$ cat src/hw/comm_regs_map.svh
`ifndef COMM_REGS_MAP_SVH
`define COMM_REGS_MAP_SVH

// Register indices; the byte address is four times the index.
`define IDX_PULL_EN    10'h0A2
`define IDX_PULL_DIR   10'h0A4
`define IDX_REG_STAT   10'h0A6
`define IDX_BIT_LEN    10'h0A8
`define IDX_NOM_MT     10'h0AC
`define IDX_CYC_LOW    10'h0B4
`define IDX_CYC_HIGH   10'h0B6
`define IDX_SYNC_MAX   10'h0C2
`define IDX_DCOMP_A    10'h0D0
`define IDX_DCOMP_B    10'h0D2
`define IDX_DRIFT      10'h0DE

// Field widths and positions.
`define PULL_W         4
`define STAT_LV_BIT    1
`define STAT_POR_BIT   0
`define BIT_LEN_W      7
`define NOM_MT_W       8
`define CYC_HIGH_W     8

// Reset values.
`define PULL_RST       4'h0
`define STAT_RST       2'h0

`endif

$ cat src/hw/comm_regs_pkg.sv
package comm_regs_pkg;

  // Pad pull controls driven towards the pin cells.
  typedef struct packed {
    logic [3:0] up_en;
    logic [3:0] down_en;
  } pad_pull_t;

  // Timing configuration handed to the protocol engine.
  typedef struct packed {
    logic [6:0]  bit_len;
    logic [15:0] dcomp_a;
    logic [15:0] dcomp_b;
    logic [15:0] drift;
    logic [15:0] sync_max;
    logic [7:0]  nom_mt;
    logic [23:0] cycle_mt;
  } timing_cfg_t;

endpackage : comm_regs_pkg

$ cat src/hw/comm_regs.sv
`timescale 1ns/1ps
`include "comm_regs_map.svh"

module comm_regs #(
  parameter int ADDR_W = 12
) (
  input  wire logic               pclk,
  input  wire logic               presetn,
  input  wire logic               psel,
  input  wire logic               penable,
  input  wire logic               pwrite,
  input  wire logic [ADDR_W-1:0]  paddr,
  input  wire logic [31:0]        pwdata,
  output logic [31:0]             prdata,
  output logic                    pready,
  output logic                    pslverr,
  input  wire logic               config_state,
  input  wire logic               lv_event,
  input  wire logic               por_event,
  output comm_regs_pkg::pad_pull_t   pad_pull,
  output comm_regs_pkg::timing_cfg_t timing_cfg
);
  import comm_regs_pkg::*;

  // Address match of a register index against the byte address.
  function automatic logic hit(input logic [ADDR_W-1:0] a, input logic [9:0] idx);
    hit = (a == ADDR_W'({idx, 2'b00}));
  endfunction : hit

  // Mapped address check, used for the error answer.
  function automatic logic mapped(input logic [ADDR_W-1:0] a);
    mapped = hit(a, `IDX_PULL_EN) || hit(a, `IDX_PULL_DIR) || hit(a, `IDX_REG_STAT) ||
             hit(a, `IDX_BIT_LEN) || hit(a, `IDX_NOM_MT) || hit(a, `IDX_CYC_LOW) ||
             hit(a, `IDX_CYC_HIGH) || hit(a, `IDX_SYNC_MAX) || hit(a, `IDX_DCOMP_A) ||
             hit(a, `IDX_DCOMP_B) || hit(a, `IDX_DRIFT);
  endfunction : mapped

  logic [3:0]  pull_en_reg;     // Pull resistor enables.
  logic [3:0]  pull_dir_reg;    // Pull direction selects.
  logic [1:0]  stat_reg;        // Regulator reset flags.
  logic [6:0]  bit_len_reg;     // Microticks per bit.
  logic [15:0] dcomp_a_reg;     // Channel A delay correction.
  logic [15:0] dcomp_b_reg;     // Channel B delay correction.
  logic [15:0] drift_reg;       // Drift damping.
  logic [15:0] sync_max_reg;    // Sync frame limit.
  logic [7:0]  nom_mt_reg;      // Nominal macrotick.
  logic [15:0] cyc_low_reg;     // Cycle microticks, low 16 bits.
  logic [7:0]  cyc_high_reg;    // Cycle microticks, high 8 bits.
  logic [1:0]  ev_s1_reg;       // First synchroniser stage.
  logic [1:0]  ev_s2_reg;       // Second synchroniser stage.
  logic [1:0]  ev_s3_reg;       // Edge detect history.
  logic [1:0]  ev_rise;         // New regulator event.
  logic        int_rst;         // Internal reset in progress.
  logic        setup;           // Request still waiting for its answer.
  logic        done;            // APB transfer completes.
  logic        wr_done;         // Write takes effect.
  logic        cfg_wr;          // Timing write allowed.
  logic [1:0]  stat_clr;        // Flags returned by a read.
  logic [31:0] rd_next;         // Read data for the setup address.

  // A request that met the internal reset is answered in its access phase once the reset ends.
  // Keying on the setup phase alone would leave such a master waiting for ever.
  assign setup   = psel && !pready;
  assign done    = psel && penable && pready;
  assign wr_done = done && pwrite && !pslverr;
  assign cfg_wr  = wr_done && config_state;
  assign ev_rise = ev_s2_reg & ~ev_s3_reg;
  // The regulator holds its event while the supply is bad, which acts as the reset span.
  assign int_rst = |ev_s2_reg;

  // Regulator event lines come from the analog domain, so they are synchronised first.
  always_ff @(posedge pclk or negedge presetn)
  begin
    if (!presetn)
    begin
      ev_s1_reg <= 2'h0;
      ev_s2_reg <= 2'h0;
      ev_s3_reg <= 2'h0;
    end
    else
    begin
      ev_s1_reg <= {lv_event, por_event};
      ev_s2_reg <= ev_s1_reg;
      ev_s3_reg <= ev_s2_reg;
    end
  end

  // Read mux; reserved bits come back as zero.
  always_comb
  begin
    rd_next = 32'h0000_0000;
    if (hit(paddr, `IDX_PULL_EN))
      rd_next[3:0] = pull_en_reg;
    else if (hit(paddr, `IDX_PULL_DIR))
      rd_next[3:0] = pull_dir_reg;
    else if (hit(paddr, `IDX_REG_STAT))
      rd_next[1:0] = stat_reg;
    else if (hit(paddr, `IDX_BIT_LEN))
      rd_next[6:0] = bit_len_reg;
    else if (hit(paddr, `IDX_NOM_MT))
      rd_next[7:0] = nom_mt_reg;
    else if (hit(paddr, `IDX_CYC_LOW))
      rd_next[15:0] = cyc_low_reg;
    else if (hit(paddr, `IDX_CYC_HIGH))
      rd_next[7:0] = cyc_high_reg;
    else if (hit(paddr, `IDX_SYNC_MAX))
      rd_next[15:0] = sync_max_reg;
    else if (hit(paddr, `IDX_DCOMP_A))
      rd_next[15:0] = dcomp_a_reg;
    else if (hit(paddr, `IDX_DCOMP_B))
      rd_next[15:0] = dcomp_b_reg;
    else if (hit(paddr, `IDX_DRIFT))
      rd_next[15:0] = drift_reg;
  end

  // Bus answer: no wait state, held off entirely while the internal reset lasts.
  always_ff @(posedge pclk or negedge presetn)
  begin
    if (!presetn)
    begin
      pready   <= 1'b0;
      pslverr  <= 1'b0;
      prdata   <= 32'h0000_0000;
      stat_clr <= 2'h0;
    end
    else if (int_rst)
    begin
      pready   <= 1'b0;
      pslverr  <= 1'b0;
      prdata   <= 32'h0000_0000;
      stat_clr <= 2'h0;
    end
    else if (setup)
    begin
      pready   <= 1'b1;
      pslverr  <= !mapped(paddr);
      prdata   <= pwrite ? 32'h0000_0000 : rd_next;
      // Only flags actually reported are cleared, so a late event is not lost.
      stat_clr <= (!pwrite && hit(paddr, `IDX_REG_STAT)) ? rd_next[1:0] : 2'h0;
    end
    else if (done)
    begin
      pready   <= 1'b0;
      pslverr  <= 1'b0;
      stat_clr <= 2'h0;
    end
  end

  // Status flags: set wins over the clearing read, and no interrupt is raised.
  always_ff @(posedge pclk or negedge presetn)
  begin
    if (!presetn)
      stat_reg <= `STAT_RST;
    else
      stat_reg <= (stat_reg & ~(done ? stat_clr : 2'h0)) | ev_rise;
  end

  // Pad pull registers return to their reset value on a regulator reset.
  always_ff @(posedge pclk or negedge presetn)
  begin
    if (!presetn)
    begin
      pull_en_reg  <= `PULL_RST;
      pull_dir_reg <= `PULL_RST;
    end
    else if (int_rst)
    begin
      pull_en_reg  <= `PULL_RST;
      pull_dir_reg <= `PULL_RST;
    end
    else if (wr_done && hit(paddr, `IDX_PULL_EN))
      pull_en_reg <= pwdata[3:0];
    else if (wr_done && hit(paddr, `IDX_PULL_DIR))
      pull_dir_reg <= pwdata[3:0];
  end

  // Timing registers accept writes only in the configuration state.
  // Their value is undefined for software, but the flops still clear for determinism.
  always_ff @(posedge pclk or negedge presetn)
  begin
    if (!presetn)
    begin
      bit_len_reg  <= 7'h00;
      dcomp_a_reg  <= 16'h0000;
      dcomp_b_reg  <= 16'h0000;
      drift_reg    <= 16'h0000;
      sync_max_reg <= 16'h0000;
      nom_mt_reg   <= 8'h00;
      cyc_low_reg  <= 16'h0000;
      cyc_high_reg <= 8'h00;
    end
    else if (int_rst)
    begin
      bit_len_reg  <= 7'h00;
      dcomp_a_reg  <= 16'h0000;
      dcomp_b_reg  <= 16'h0000;
      drift_reg    <= 16'h0000;
      sync_max_reg <= 16'h0000;
      nom_mt_reg   <= 8'h00;
      cyc_low_reg  <= 16'h0000;
      cyc_high_reg <= 8'h00;
    end
    else if (cfg_wr)
    begin
      // Range limits are software's duty; values are stored as written.
      if (hit(paddr, `IDX_BIT_LEN))
        bit_len_reg <= pwdata[6:0];
      else if (hit(paddr, `IDX_DCOMP_A))
        dcomp_a_reg <= pwdata[15:0];
      else if (hit(paddr, `IDX_DCOMP_B))
        dcomp_b_reg <= pwdata[15:0];
      else if (hit(paddr, `IDX_DRIFT))
        drift_reg <= pwdata[15:0];
      else if (hit(paddr, `IDX_SYNC_MAX))
        sync_max_reg <= pwdata[15:0];
      else if (hit(paddr, `IDX_NOM_MT))
        nom_mt_reg <= pwdata[7:0];
      else if (hit(paddr, `IDX_CYC_LOW))
        cyc_low_reg <= pwdata[15:0];
      else if (hit(paddr, `IDX_CYC_HIGH))
        cyc_high_reg <= pwdata[7:0];
    end
  end

  // Output stage, registered so the pads and engine see clean levels.
  always_ff @(posedge pclk or negedge presetn)
  begin
    if (!presetn)
    begin
      pad_pull   <= '0;
      timing_cfg <= '0;
    end
    else
    begin
      pad_pull.up_en      <= pull_en_reg & pull_dir_reg;
      pad_pull.down_en    <= pull_en_reg & ~pull_dir_reg;
      timing_cfg.bit_len  <= bit_len_reg;
      timing_cfg.dcomp_a  <= dcomp_a_reg;
      timing_cfg.dcomp_b  <= dcomp_b_reg;
      timing_cfg.drift    <= drift_reg;
      timing_cfg.sync_max <= sync_max_reg;
      timing_cfg.nom_mt   <= nom_mt_reg;
      timing_cfg.cycle_mt <= {cyc_high_reg, cyc_low_reg};
    end
  end

  property p_dir_write;
    @(posedge pclk) disable iff (!presetn)
    (wr_done && hit(paddr, `IDX_PULL_DIR) && !int_rst) |=> (pull_dir_reg == $past(pwdata[3:0]));
  endproperty
  a_dir_write: assert property (p_dir_write) else $error("direction write lost");

  property p_pull_gate;
    @(posedge pclk) disable iff (!presetn)
    ##1 ((pad_pull.up_en | pad_pull.down_en) == $past(pull_en_reg)) && ((pad_pull.up_en & pad_pull.down_en) == 4'h0);
  endproperty
  a_pull_gate: assert property (p_pull_gate) else $error("pull active without enable");

  property p_flag_set;
    @(posedge pclk) disable iff (!presetn)
    (ev_rise != 2'h0) |=> ((stat_reg & $past(ev_rise)) == $past(ev_rise));
  endproperty
  a_flag_set: assert property (p_flag_set) else $error("event flag not set");

  property p_read_clear;
    @(posedge pclk) disable iff (!presetn)
    (done && stat_clr != 2'h0 && ev_rise == 2'h0) |=> ((stat_reg & $past(stat_clr)) == 2'h0);
  endproperty
  a_read_clear: assert property (p_read_clear) else $error("flag survived read");

  property p_hold_off;
    @(posedge pclk) disable iff (!presetn)
    int_rst |=> !pready;
  endproperty
  a_hold_off: assert property (p_hold_off) else $error("answer during internal reset");

  property p_cfg_lock;
    @(posedge pclk) disable iff (!presetn)
    (wr_done && !config_state && !int_rst) |=> $stable(cyc_low_reg) && $stable(drift_reg) && $stable(bit_len_reg);
  endproperty
  a_cfg_lock: assert property (p_cfg_lock) else $error("timing write outside config");

  property p_low_write;
    @(posedge pclk) disable iff (!presetn)
    (cfg_wr && hit(paddr, `IDX_CYC_LOW) && !int_rst) |=> (cyc_low_reg == $past(pwdata[15:0]));
  endproperty
  a_low_write: assert property (p_low_write) else $error("cycle low write lost");

  property p_resv_zero;
    @(posedge pclk) disable iff (!presetn)
    (done && !pwrite && hit(paddr, `IDX_PULL_DIR)) |-> (prdata[31:4] == 28'h0000000);
  endproperty
  a_resv_zero: assert property (p_resv_zero) else $error("reserved bits not zero");

  property p_cycle_join;
    @(posedge pclk) disable iff (!presetn)
    ##1 timing_cfg.cycle_mt == {$past(cyc_high_reg), $past(cyc_low_reg)};
  endproperty
  a_cycle_join: assert property (p_cycle_join) else $error("cycle count mismatch");

  // The internal reset must leave the pad pulls at their reset value.
  property p_pull_reset;
    @(posedge pclk) disable iff (!presetn)
    int_rst |=> (pull_en_reg == `PULL_RST) && (pull_dir_reg == `PULL_RST);
  endproperty
  a_pull_reset: assert property (p_pull_reset) else $error("pull kept through internal reset");

  // The internal reset must clear the timing registers as a hard reset would; cyc_low_reg and cyc_high_reg are not checked here.
  property p_timing_reset;
    @(posedge pclk) disable iff (!presetn)
    int_rst |=> (bit_len_reg == 7'h00) && (dcomp_a_reg == 16'h0000) && (dcomp_b_reg == 16'h0000) &&
                (drift_reg == 16'h0000) && (sync_max_reg == 16'h0000) && (nom_mt_reg == 8'h00);
  endproperty
  a_timing_reset: assert property (p_timing_reset) else $error("timing kept through internal reset");

  // Only a completed clearing read may drop a flag; nothing else removes one.
  property p_stat_keep;
    @(posedge pclk) disable iff (!presetn)
    !(done && (stat_clr != 2'h0)) |=> ((stat_reg & $past(stat_reg)) == $past(stat_reg));
  endproperty
  a_stat_keep: assert property (p_stat_keep) else $error("flag lost without read");

  // Only the two flag bits of the status word may ever read as one.
  property p_stat_resv;
    @(posedge pclk) disable iff (!presetn)
    (done && !pwrite && hit(paddr, `IDX_REG_STAT)) |-> (prdata[31:2] == 30'h00000000);
  endproperty
  a_stat_resv: assert property (p_stat_resv) else $error("status reserved bits set");

  // The remaining timing registers are locked outside the configuration state too.
  property p_cfg_lock_rest;
    @(posedge pclk) disable iff (!presetn)
    (wr_done && !config_state && !int_rst) |=> $stable(dcomp_a_reg) && $stable(dcomp_b_reg) &&
                                              $stable(sync_max_reg) && $stable(nom_mt_reg) && $stable(cyc_high_reg);
  endproperty
  a_cfg_lock_rest: assert property (p_cfg_lock_rest) else $error("timing write outside config");

  // A permitted bit duration write lands with its reserved bits dropped.
  property p_bit_len_write;
    @(posedge pclk) disable iff (!presetn)
    (cfg_wr && hit(paddr, `IDX_BIT_LEN) && !int_rst) |=> (bit_len_reg == $past(pwdata[6:0]));
  endproperty
  a_bit_len_write: assert property (p_bit_len_write) else $error("bit duration write lost");

  // A stalled request is answered at the first edge after the internal reset ends.
  property p_answer_after_hold;
    @(posedge pclk) disable iff (!presetn)
    (psel && !pready && !int_rst) |=> pready;
  endproperty
  a_answer_after_hold: assert property (p_answer_after_hold) else $error("request left unanswered");

endmodule : comm_regs

$ cat config.mk
export PLATFORM = sky130hd
export DESIGN_NAME = comm_regs
export DESIGN_NICKNAME = d
export VERILOG_FILES = /design/src/hw/comm_regs_pkg.sv /design/src/hw/comm_regs.sv
export VERILOG_INCLUDE_DIRS = /design/src /design/src/hw
export SDC_FILE = /design/constraint.sdc
export NUM_CORES = 1
export LEC_CHECK = 0
export BUFFER_PORTS_ARGS = -buffer_cell sky130_fd_sc_hd__buf_4
export CORE_UTILIZATION = 55
export DETAILED_ROUTE_END_ITERATION = 10
export GPL_TIMING_DRIVEN = 0
export PLACE_DENSITY = 0.8
export RECOVER_POWER = 100
export SYNTH_ARGS = -nofsm -noshare
export SYNTH_HDL_FRONTEND = slang
export SYNTH_SLANG_ARGS = --single-unit
$ cat constraint.sdc
create_clock -name pclk -period 2.3 [get_ports pclk]
set_clock_uncertainty 0.15 [all_clocks]
set_input_delay 0.23 -clock pclk [delete_from_list [all_inputs] [get_ports pclk]]
set_output_delay 0.23 -clock pclk [all_outputs]
set_load 0.01 [all_outputs]
# Yosys cells after proc, flatten, opt, wreduce, memory -nomap -nowiden
# Index checks and enable logic that the tools add are counted.
word_totals:
  latchBits: 0
  ramBits: 0
  register_bits: 266
  input_bits: 52
  rom_bits: 0
  memories: 0
  output_inout_bits: 145
  wordCells: 198
op_classes:
  n_addsub: 0
  muxes: 98
  div_mod_pow: 0
  n_reduce_logical: 46
  bitwise: 8
  n_mul: 0
  magnitude_cmp: 0
  eq_ne: 19
  shifts: 0
op_table:
  columns: ["operator", "n"]
  rows:
  - ["$mux 16", 44]
  - ["$mux 8", 26]
  - ["$eq 12x10->1 const B", 11]
  - ["$mux 32", 2]
  - ["$mux 4", 7]
  - ["$mux 7", 4]
  - ["$mux 12", 2]
  - ["$reduce_bool 2->1", 12]
  - ["$ne 2x2->1 const B", 8]
  - ["$mux 14", 1]
  - ["$mux 2", 6]
  - ["$logic_or 1x1->1", 10]
  - ["$logic_and 1x1->1", 9]
  - ["$mux 9", 1]
  - ["$reduce_and 9->1", 1]
  - ["$and 4x4->4", 2]
  - ["$reduce_and 8->1", 1]
  - ["$reduce_and 7->1", 1]
  - ["$reduce_and 6->1", 1]
  - ["$mux 1", 5]
  - ["$reduce_and 5->1", 1]
  - ["$and 2x2->2", 2]
  - ["$logic_not 1->1", 4]
  - ["$not 2->2", 2]
  - ["7 further kinds", 8]

# Depth between registers and ports, before layout
# Gate-level depths: netlist (run 1).
logic_depth:
  depth_word: 26
  ltp_mapped: 8
  mapped_depth_nobuf: 5

# Worst setup path after synthesis (run 1)
# No wires, ideal clock.
synth_timing:
  path_type: "reg-to-reg"
  from: "register pready"
  to: "register nom_mt_reg[0]"
  synth_period_minus_slack_ns: 2.145
  setup_time_ns: 0.132
  required_time_ns: 2.018
  path_stages_with_launch: 7
  setup_slack_ns: 0.155
  path_buffers: 1
  arrival_ns: 1.863
  cell_sequence: "dfrtp_1 -> and3_1 -> clkbuf_2 -> nand4b_4 -> nor4_4 -> mux2i_1 -> nor2_1"
synth_via:
  elab_chain_cells: 6
synth_rtl:
  columns: ["element", "line_no", "source"]
  rows:
  - ["start, declared", "comm_regs.sv:15", "output logic pready,"]
  - ["start signal, assigned", "comm_regs.sv:121", "pready <= 1'b0;"]
  - ["start signal, assigned", "comm_regs.sv:128", "pready <= 1'b0;"]
  - ["start signal, assigned", "comm_regs.sv:135", "pready <= 1'b1;"]
  - ["$logic_and 1x1->1", "comm_regs.sv:64", "assign done = psel && penable && pready;"]
  - ["$logic_and 1x1->1 (2 in a row)", "comm_regs.sv:65", "assign wr_done = done && pwrite && !pslverr;"]
  - ["$logic_and 1x1->1", "comm_regs.sv:66", "assign cfg_wr = wr_done && config_state;"]
  - ["$reduce_bool 2->1 (no source line)", null, null]
  - ["$reduce_and 7->1 (no source line)", null, null]
  - ["end signal, assigned", "comm_regs.sv:217", "nom_mt_reg <= pwdata[7:0];"]
  - ["end, declared", "comm_regs.sv:46", "logic [7:0] nom_mt_reg;"]
# Every way passes these cells.
# A chain may end at the register's enable or synchronous reset.

# Worst setup path after layout (run 1)
layout_timing:
  from: "register ev_s2_reg[1]"
  to: "register stat_clr[1]"
layout_via:
  elab_chain_cells: 2
  elab_cells_between_ends: 3
  classes_between: "mux (1); reduce/logical (2)"
layout_rtl:
  columns: ["element", "line_no", "source"]
  rows:
  - ["start, declared", "comm_regs.sv:50", "logic [1:0] ev_s2_reg;"]
  - ["start signal, assigned", "comm_regs.sv:83", "ev_s2_reg <= ev_s1_reg;"]
  - ["$reduce_or 2->1 *", "comm_regs.sv:69", "assign int_rst = |ev_s2_reg;"]
  - ["$reduce_bool 3->1 (no source line) / $mux 2 (equally long branches)", null, null]
  - ["end signal, assigned", "comm_regs.sv:139", "stat_clr <= (!pwrite && hit(paddr, `IDX_REG_STAT)) ? rd_next[1:0] : 2'h0;"]
  - ["end, declared", "comm_regs.sv:58", "logic [1:0] stat_clr;"]
# Every way passes the cells marked *; elsewhere a longest branch is shown, timed or not.

==> results of run 1 <==
-- power groups by stage --
stage | sequential (mW) | combinational [mW] | clock (mW)
after global placement | 4.49 | 0.430 | 0
final | 4.41 | 0.469 | 4.10
after floorplan | 4.49 | 0.195 | 0
after detailed placement | 4.49 | 0.447 | 0
after CTS | 4.41 | 0.471 | 4.14
after global routing | 4.41 | 0.509 | 4.31
-- per-layer routing --
layer | global-route usage (%) | routed length, um | up-vias
met4 | 12.21 | 1140 | 0
met1 | 41.15 | 11530 | 3984
met5 | 0 | 0 | -
li1 | - | - | 3449
met2 | 52.60 | 14410 | 402
met3 | 7.469 | 2653 | 77
-- logic make-up (layout without fill, tap and decap cells) --
group                  count (synthesis)  count (layout)  share of synthesized area, %
AND/OR/NAND/NOR                      281             281                         14.94
flip-flops                           250             250                         61.97
AO/OA/AOI/OAI                        176             176                         11.08
multiplexers                          79              79                         7.858
buffers and inverters                 77             301                         3.855
XOR/XNOR                               3               3                        0.2603
other                                  1              16                       0.03715
-- worst max-delay path, stage by stage, from the launching register on --
cell,delay (ps)
dfrtp_1,390
or2_1,390
or3_4,500
or4_1,460
a21oi_1,200
a21o_1,100
-- metrics by stage --
step           std cells  hold WS, ps  power [mW]
4_1_cts             1334        2.794       9.019
3_3_place_gp        1266        185.3       4.919
2_1_floorplan        882       -215.6       4.686
5_1_grt             1335        54.05       9.222
3_5_place_dp        1268        52.29       4.936
6_report            1335        32.55       8.978
-- path summary, 6_finish.rpt --
check                              from        endpoint
setup reg to reg           ev_s2_reg[1]     stat_clr[1]
hold / removal                pwdata[5]  dcomp_a_reg[5]
min in group asynchronous       presetn  bit_len_reg[3]
setup / recovery           ev_s2_reg[1]     stat_clr[1]
hold reg to reg            ev_s1_reg[0]    ev_s2_reg[0]
max in group asynchronous       presetn  timing_cfg[39]
-- repair_timing --
item / in CTS / in global routing
setup buffers: 10 / 3
endpoints found under the hold margin: 190 / 0
endpoints found under the setup margin: 86 / 71
pin swaps: 6 / 2
hold buffers: 13 / 0
resized for setup: 13 / 15
-- layout make-up --
cell class / instances / area [um^2] / area share, %
tap: 229 / 286.5 / 2.332
clock inverter: 10 / 106.4 / 0.8656
timing repair buffer: 183 / 942.2 / 7.668
clock buffer: 35 / 733.2 / 5.967
inverter: 4 / 15.01 / 0.1222
sequential: 250 / 6256 / 50.92
buffer: 69 / 374.1 / 3.045
multi-input combinational: 555 / 3573 / 29.08
-- placed cells by master, fill, tap and decap left out, types with 6 or more instances in the layout --
cell type and n:
a21oi_1 61, clkbuf_2 12, nand2_1 96, mux2i_1 77, clkbuf_1 166, nand3_1 7
nor4_4 6, a22oi_1 27, buf_4 46, conb_1 16, o2bb2ai_1 9, o21ai_0 40
dfrtp_1 250, clkbuf_8 7, o211ai_1 7, nor3_1 7, nor2b_1 10, dlygate4sd3_1 13
nor2_1 87, nand4_1 8, clkinv_2 6, clkbuf_16 25
==> flow_metrics.env, run 1 <==
export IMPL_rsz0062_at_grt="false"
export IMPL_clock_sinks=250
export IMPL_synth_flop_cell="dfrtp_1"
export IMPL_antenna_cells=0
export IMPL_setup_viol=0
export IMPL_tightestPinTransition_ps=1044
export IMPL_area_growth_pct=21.72
export IMPL_synthMostInstantiatedCell="dfrtp_1"
export IMPL_num_rows=49
export IMPL_maxSlewHeadroom_pct=30.38
export IMPL_largest_register_ffs=103
export IMPL_grt_use_total_pct=31.98
export IMPL_viasPerCell=5.927
export IMPL_synth_area_um2=10090
export IMPL_cts_tree="built"
export IMPL_powerDensity_nw_per_um2=730.7
export IMPL_antenna_found_initial=1
export IMPL_intPower_mw=6.974
export IMPL_min_path_type="in -> reg"
export IMPL_p_sw_mw=2.004
export IMPL_fin_util_pct=68.40
export IMPL_path_max_fanout=8
export IMPL_grt_pass1_vias=7731
export IMPL_maxSlewViolCount=0
export IMPL_hold_depth=3
export IMPL_drtIter0Drc=773
export IMPL_async_flop_share_pct=100.0
export IMPL_swShare_pct=22.32
export IMPL_nets=1140
export IMPL_critPathCaptureType="register"
export IMPL_finalCriticalPeriod_ps=2238
export IMPL_start_kind="register"
export IMPL_htreeDepth=1
export IMPL_wl_per_cell_um=22.27
export IMPL_start_util_pct=56.20
export IMPL_maxCapViolCount=0
export IMPL_overflow=0
export IMPL_ant_nets=0
export IMPL_die_w_um=137.5
export IMPL_fin_crit_sh_pct=97.32
export IMPL_dp_slack_ps=-539.6
export IMPL_p_clk_share_pct=45.7
export IMPL_synth_area_top_cells="dfrtp_1, mux2i_1, nand2_1, nor2_1, a21oi_1"
export IMPL_cp_required_ps=2610
export IMPL_ir_worst_vdd_uv=664.8
export IMPL_vias=7912
export IMPL_drtPass1Iterations=6
export IMPL_wl_um=29730
export IMPL_cts_buffers=25
export IMPL_syn_inst=867
export IMPL_yosys_area_top_type="dfrtp_1"
export IMPL_combPwrFrac_pct=5.2
export IMPL_cp_data_arrival_time_ps=2550
export IMPL_drc_errors=0
export IMPL_reg2reg_slack_ps=60
export IMPL_ys_ff_latch=250
export IMPL_synth_edf_count=0
export IMPL_clock_latency_ps=520
export IMPL_p_seq_share_pct=49.1
export IMPL_numPortBuffers=155
export IMPL_core_region_area_um2=17960
export IMPL_final_cell_area_um2=12290
export IMPL_post_synth_top_area_fraction_pct=61.97
export IMPL_finalHoldViolations=0
export IMPL_outcome="finished clean"
export IMPL_grt_pass1_wl_um=44330
export IMPL_r2r_cells=5
export IMPL_pin_count=197
export IMPL_clockRootBuffer="clkbuf_16"
export IMPL_finalSetupTns_ps=0
export IMPL_avgSynthCellArea_um2=11.64
export IMPL_fmaxAchievable_mhz=446.7
export IMPL_synth_distinct_cells=69
export IMPL_worst_slack_ps=61.54
export IMPL_dp_hpwl_um=20520
export IMPL_synth_commonest_cells="dfrtp_1, nand2_1, nor2_1"
export IMPL_clock_path_buffers=3
export IMPL_dpl_instance_area_um2=11660
export IMPL_yosys_warnings=0
export IMPL_drive_gt1_share_pct=13.74
export IMPL_power_leakage_nw=5.432
export IMPL_dieArea_um2=18900
export IMPL_path_class="reg -> reg"
export IMPL_clk_pin_slew_worst_paths_ps=60
export IMPL_grt_max_degree=111
export IMPL_seq_area_frac_synth_pct=61.97
export IMPL_die_height_um=137.5
export IMPL_regMostFlops="timing_cfg"
export IMPL_fill_cells=1431
export IMPL_place_gp_congestion=0.9451
No activity file was read; power rests on OpenSTA's default activity.
==> inputs of run 2 (changes only) <==
--- a/config.mk
+++ b/config.mk
@@ -11,7 +11,7 @@
 export DETAILED_ROUTE_END_ITERATION = 10
 export GPL_TIMING_DRIVEN = 0
 export PLACE_DENSITY = 0.8
-export RECOVER_POWER = 100
+export RECOVER_POWER = 25
 export SYNTH_ARGS = -nofsm -noshare
 export SYNTH_HDL_FRONTEND = slang
 export SYNTH_SLANG_ARGS = --single-unit
==> run 2 against run 1 <==
Clock-buffer cell count unchanged. Global-route usage unchanged. Final area increased by 4.4%. Non-clock buffer count unchanged. Clock power about the same. Core utilization increased by 3.0 points. Register-to-register slack about the same. First-iteration DRC count decreased by 3.9%. Via count decreased by 0.25%. Highest routed layer unchanged. Sequential power about the same. Die area unchanged. Final cell count unchanged.
==> flow_metrics.env, run 2 (synthesis gave the netlist of run 1 again) <==
export IMPL_fin_util_pct=71.43
export IMPL_path_max_fanout=8
export IMPL_cts_tree="built"
export IMPL_outcome="finished clean"
export IMPL_dieArea_um2=18900
export IMPL_pin_count=197
export IMPL_maxSlewViolCount=0
export IMPL_drc_errors=0
export IMPL_reg2reg_slack_ps=70
export IMPL_cp_required_ps=2610
export IMPL_htreeDepth=1
export IMPL_finalHoldViolations=0
export IMPL_grt_pass1_vias=7731
export IMPL_ant_nets=0
export IMPL_cp_endpoint="stat_clr[1]"
export IMPL_maxSlewHeadroom_pct=45.26
export IMPL_layout_commonest_cell="dfrtp_1"
export IMPL_drtIter0Drc=743
export IMPL_antenna_cells=0
export IMPL_cts_buffers=25
export IMPL_drtPass1Iterations=5
export IMPL_core_region_area_um2=17960
export IMPL_area_growth_pct=27.11
export IMPL_start_kind="register"
export IMPL_power_leakage_nw=6.010
export IMPL_vias=7892
export IMPL_wl_um=29620
export IMPL_grt_max_degree=111
export IMPL_numPortBuffers=155
export IMPL_crit_start="ev_s2_reg[1]"
export IMPL_setup_viol=0
export IMPL_ir_worst_vdd_uv=667.1
export IMPL_nets=1140
export IMPL_viasPerCell=5.912
export IMPL_clock_latency_ps=520
export IMPL_die_w_um=137.5
export IMPL_placed_cells=1268
export IMPL_clk_pin_slew_worst_paths_ps=60
export IMPL_fmaxAchievable_mhz=448.7
export IMPL_final_cell_mix="dfrtp_1, buf_4, nand2_1"
export IMPL_largest_register_ffs=103
export IMPL_cp_data_arrival_time_ps=2540
export IMPL_clock_path_buffers=3
export IMPL_grt_pass1_wl_um=44330
export IMPL_clockRootBuffer="clkbuf_16"
export IMPL_drive_gt1_share_pct=25.68
export IMPL_maxCapViolCount=0
export IMPL_wl_per_cell_um=22.19
export IMPL_finalCriticalPeriod_ps=2228
export IMPL_r2r_start="ev_s2_reg[1]"
export IMPL_min_path_type="in -> reg"
export IMPL_grt_use_total_pct=31.98
export IMPL_critPathCaptureType="register"
export IMPL_r2r_cells=5
export IMPL_overflow=0
export IMPL_antenna_found_initial=1
export IMPL_dp_hpwl_um=20520
export IMPL_fin_crit_sh_pct=96.89
export IMPL_die_height_um=137.5
export IMPL_tightestPinTransition_ps=814.9
export IMPL_rsz0062_at_grt="false"
export IMPL_powerDensity_nw_per_um2=701.0
export IMPL_final_cells=1335
export IMPL_path_class="reg -> reg"
export IMPL_clock_sinks=250
export IMPL_start_util_pct=56.20
export IMPL_place_gp_congestion=0.9451
export IMPL_num_rows=49
export IMPL_timing_rr_end="stat_clr[1]"
export IMPL_regMostFlops="timing_cfg"
[run 2: cell count changes in the layout (fill, tap and decap cells not counted)]
| cell | before | now |
|---|---|---|
| buf_2 | 4 | 6 |
| clkbuf_4 | 5 | 3 |
| clkbuf_2 | 12 | 8 |
| clkbuf_1 | 166 | 34 |
| buf_16 | 0 | 2 |
| a211oi_4 | 0 | 1 |
| buf_4 | 46 | 181 |
| buf_6 | 3 | 2 |
| a211oi_2 | 1 | 0 |
[run 2: layer usage]
metal | GRT usage [%] | part of all wire (%) | vias to the layer above
met2 | 52.60 | 49 | 411
met1 | 41.15 | 39 | 3950
met5 | 0 | 0 | -
li1 | - | - | 3456
met3 | 7.469 | 8.5 | 75
met4 | 12.21 | 3.8 | 0
[run 2: through the flow]
stage	instance area [um^2]	setup slack, ps	hold WS, ps	TNS [ps]	power, mW
after floorplan	10150	155.3	-215.6	0	4.686
after global placement	11600	-1002	185.3	-275360	4.919
after detailed placement	11660	-539.6	52.29	-33800	4.936
after CTS	12780	8.685	2.794	0	9.019
after global routing	12830	8.323	54.05	0	9.234
final	12830	71.56	31.81	0	8.994
[run 2: timing repair]
action | in CTS | in global routing
buffers inserted | 10 | 3
endpoints found under the setup margin | 86 | 71
gates resized for setup | 13 | 15
hold endpoints to repair | 190 | 0
pin swaps | 6 | 2
hold buffers | 13 | 0
[run 2: layout make-up]
| type | count | area [um^2] |
|---|---|---|
| Inverter | 4 | 15.01 |
| Tap cell | 229 | 286.5 |
| Timing Repair Buffer | 183 | 1479 |
| Clock buffer | 35 | 733.2 |
| Clock inverter | 10 | 106.4 |
| Multi-Input combinational cell | 555 | 3581 |
| Fill cell | 1272 | 5132 |
| Buffer | 69 | 374.1 |
| Sequential cell | 250 | 6256 |
[run 2: critical path, cell delays in order, from the launching register on]
cell	delay, ps
dfrtp_1	390
or2_1	380
or3_4	500
or4_1	460
a21oi_1	190
a21o_1	100
[run 2: report_power, final]
group | internal [mW] | switching [mW] | total [mW]
Clock | 2.44 | 1.66 | 4.10
Sequential | 4.40 | 0.00377 | 4.41
Combinational | 0.137 | 0.344 | 0.481
[run 2: worst min-delay path by stage]
stage               depth (start not counted)               to  slack [ps]          from
floorplan                                   0   bit_len_reg[0]        -220       presetn
global placement                            0     ev_s2_reg[1]         190  ev_s1_reg[1]
detailed placement                          1   timing_cfg[20]          50       presetn
CTS                                         3   cyc_low_reg[5]           3     pwdata[5]
global route                                3  sync_max_reg[5]          50     pwdata[5]
finish                                      3   cyc_low_reg[5]          30     pwdata[5]
==> inputs of run 3 (changes only) <==
--- a/config.mk
+++ b/config.mk
@@ -6,11 +6,12 @@
 export SDC_FILE = /design/constraint.sdc
 export NUM_CORES = 1
 export LEC_CHECK = 0
+export ABC_AREA = 1
 export BUFFER_PORTS_ARGS = -buffer_cell sky130_fd_sc_hd__buf_4
-export CORE_UTILIZATION = 55
+export CORE_UTILIZATION = 54
 export DETAILED_ROUTE_END_ITERATION = 10
 export GPL_TIMING_DRIVEN = 0
-export PLACE_DENSITY = 0.8
+export PLACE_DENSITY = 0.79
 export RECOVER_POWER = 25
 export SYNTH_ARGS = -nofsm -noshare
 export SYNTH_HDL_FRONTEND = slang
==> run 3 against run 2 <==
Final cell count rose by 4.2%. Total power rose by 9.0%. Highest routed layer unchanged. Critical endpoint is now prdata[15]. Wire length fell by 12%. First-iteration DRC count fell by 14%. Critical path type unchanged. Flip-flop and latch count did not move.
==> flow_metrics.env, run 3 <==
export IMPL_outcome="finished clean"
export IMPL_r2r_start="ev_s2_reg[1]"
export IMPL_start_util_pct=55.43
export IMPL_ys_ff_latch=250
export IMPL_regMostFlops="timing_cfg"
export IMPL_seq_area_frac_synth_pct=65.26
export IMPL_clockRootBuffer="clkbuf_16"
export IMPL_clk_pin_slew_worst_paths_ps=60
export IMPL_clock_path_buffers=3
export IMPL_grt_util_met2_pct=46.92
export IMPL_finalCriticalPeriod_ps=2183
export IMPL_synthMostInstantiatedCell="nand2_1"
export IMPL_powerDensity_nw_per_um2=803.6
export IMPL_drc_errors=0
export IMPL_synth_commonest_cells="nand2_1, dfrtp_1, inv_1"
export IMPL_synth_edf_count=0
export IMPL_syn_inst=932
export IMPL_overflow=0
export IMPL_clock_latency_ps=520
export IMPL_grt_max_degree=128
export IMPL_finalSetupTns_ps=0
export IMPL_hold_start="pwdata[7]"
export IMPL_crit_slowest_cell="dfrtp_1"
export IMPL_htreeDepth=1
export IMPL_vias=7599
export IMPL_power_leakage_nw=6.337
export IMPL_start_kind="register"
export IMPL_crit_start="ev_s2_reg[1]"
export IMPL_dp_hpwl_um=18320
export IMPL_min_path_type="in -> reg"
export IMPL_ant_nets=0
export IMPL_use_met1_pct=41.22
export IMPL_die_height_um=135.2
export IMPL_wl_um=26190
export IMPL_tightestPinTransition_ps=940.1
export IMPL_cp_data_arrival_time_ps=2480
export IMPL_yosys_area_top_type="dfrtp_1"
export IMPL_antenna_found_initial=0
export IMPL_yosys_warnings=0
export IMPL_synth_area_um2=9587
export IMPL_core_region_area_um2=17300
export IMPL_rsz0062_at_grt="false"
export IMPL_synth_distinct_cells=37
export IMPL_drtIter0Drc=642
export IMPL_area_growth_pct=27.21
export IMPL_antenna_cells=0
export IMPL_r2r_cells=9
export IMPL_grt_use_total_pct=29.32
export IMPL_slowest_delay_ps=410
export IMPL_worstPathCellList="nor2_1 -> inv_2 -> nor2_1 -> inv_1 -> nor2_4 -> nand2_1 -> nor2_4 -> nand2_1 -> nand2_1"
export IMPL_wl_per_cell_um=18.83
export IMPL_cts_buffers=24
export IMPL_setup_viol=0
export IMPL_fmaxAchievable_mhz=458.1
export IMPL_dieArea_um2=18290
export IMPL_maxSlewHeadroom_pct=37.33
export IMPL_fill_cells=1248
export IMPL_num_rows=48
export IMPL_grt_busiest_layer="met2"
export IMPL_grt_pass1_vias=7244
export IMPL_synth_area_top_cells="dfrtp_1, nand2_1, o21ai_0, o21ai_1, inv_1"
export IMPL_viasPerCell=5.463
export IMPL_pin_count=197
export IMPL_total_power_mw=9.800
export IMPL_die_w_um=135.2
export IMPL_async_flop_share_pct=100.0
export IMPL_crit_path_frequent_cell="nand2_1"
export IMPL_timing_rr_end="prdata[15]"
export IMPL_critPathCaptureType="register"
export IMPL_grt_pass1_wl_um=40190
export IMPL_cts_tree="built"
export IMPL_fin_crit_sh_pct=94.91
export IMPL_place_gp_congestion=0.9280
export IMPL_final_cell_mix="dfrtp_1, nand2_1, buf_4"
export IMPL_maxCapViolCount=0
export IMPL_maxSlewViolCount=0
export IMPL_finalHoldViolations=0
export IMPL_reg2reg_slack_ps=120
export IMPL_post_synth_top_area_fraction_pct=65.26
export IMPL_largest_register_ffs=103
export IMPL_clock_sinks=250
export IMPL_cp_required_ps=2600
export IMPL_drive_gt1_share_pct=27.02
export IMPL_path_max_fanout=9
export IMPL_numPortBuffers=164
export IMPL_nets=1200
export IMPL_avgSynthCellArea_um2=10.29
export IMPL_synth_flop_cell="dfrtp_1"
export IMPL_layout_commonest_cell="dfrtp_1"
export IMPL_ir_worst_vdd_uv=605.4
export IMPL_path_class="reg -> reg"
export IMPL_cp_endpoint="prdata[15]"
export IMPL_drtPass1Iterations=5
export IMPL_grt_use_met3_pct=3.217
## run 3: cell types whose count changed in the layout (fill, tap and decap cells not counted), sizes merged, moves of 27 or more
cell and delta:
a22oi -27, clkbuf -40, inv +66, mux2i -77, nand2 +161, nand3 +29
o21ai +90
## run 3: layer usage
metal  wire, um  vias up
li1           -     3427
met1      10660     3729
met3       1977       67
met2      12590      376
met4        964        0
met5          0        -
## run 3: final cells by class
type                            count  area, um^2  area share, %
Clock inverter                     11       147.6          1.211
Inverter                           73       274.0          2.247
Clock buffer                       33       725.7          5.951
Sequential cell                   250        6256          51.30
Buffer                             43       305.3          2.503
Multi-Input combinational cell    581        2844          23.32
Tap cell                          225       281.5          2.308
Timing Repair Buffer              175        1361          11.16
## run 3: how the worst min path moves through the flow
stage | endpoint | depth (start not counted)
global placement | ev_s2_reg[0] | 0
CTS | pready | 4
detailed placement | ev_s1_reg[0] | 1
global route | sync_max_reg[7] | 3
finish | sync_max_reg[7] | 3
floorplan | bit_len_reg[0] | 0
## run 3: stage by stage
stage          std cells  util, %  cell area (um^2)  setup slack, ps  hold slack, ps
6_report            1391    70.51             12200            117.0           16.57
5_1_grt             1391    70.51             12200            16.03           11.22
4_1_cts             1388    70.18             12140            16.24           7.475
3_5_place_dp        1337    64.70             11190           -184.7           190.9
3_3_place_gp        1336    64.50             11160           -975.1           184.4
2_1_floorplan        947        -              9643            458.0          -215.6
## run 3: worst max-delay path, delay by kind of cell (launching register included)
kind / cells / cell delay, ps
buf+inv: 2 / 330
flops: 1 / 410
simple gates: 7 / 1230
## run 3: power by group
group / internal (mW) / switching (mW) / total (mW)
clock: 2.55 / 1.67 / 4.23
sequential: 4.63 / 0.164 / 4.79
combinational: 0.313 / 0.465 / 0.778
## run 3: logic make-up (layout without fill, tap and decap cells)
family	Yosys count	in the layout	synth area share (%)
other	1	16	0.03912
flip-flops	250	250	65.26
AO/OA/AOI/OAI	185	185	11.33
buffers and inverters	116	335	6.017
AND/OR/NAND/NOR	380	380	17.36
## run 3: repair_timing
item / 4_1_cts / 5_1_grt
resized for setup: 2 / 9
buffers inserted: 0 / 2
hold buffers: 7 / 1
endpoints found under the setup margin: 11 / 59
endpoints found under the hold margin: 136 / 3
pin swaps: 0 / 1
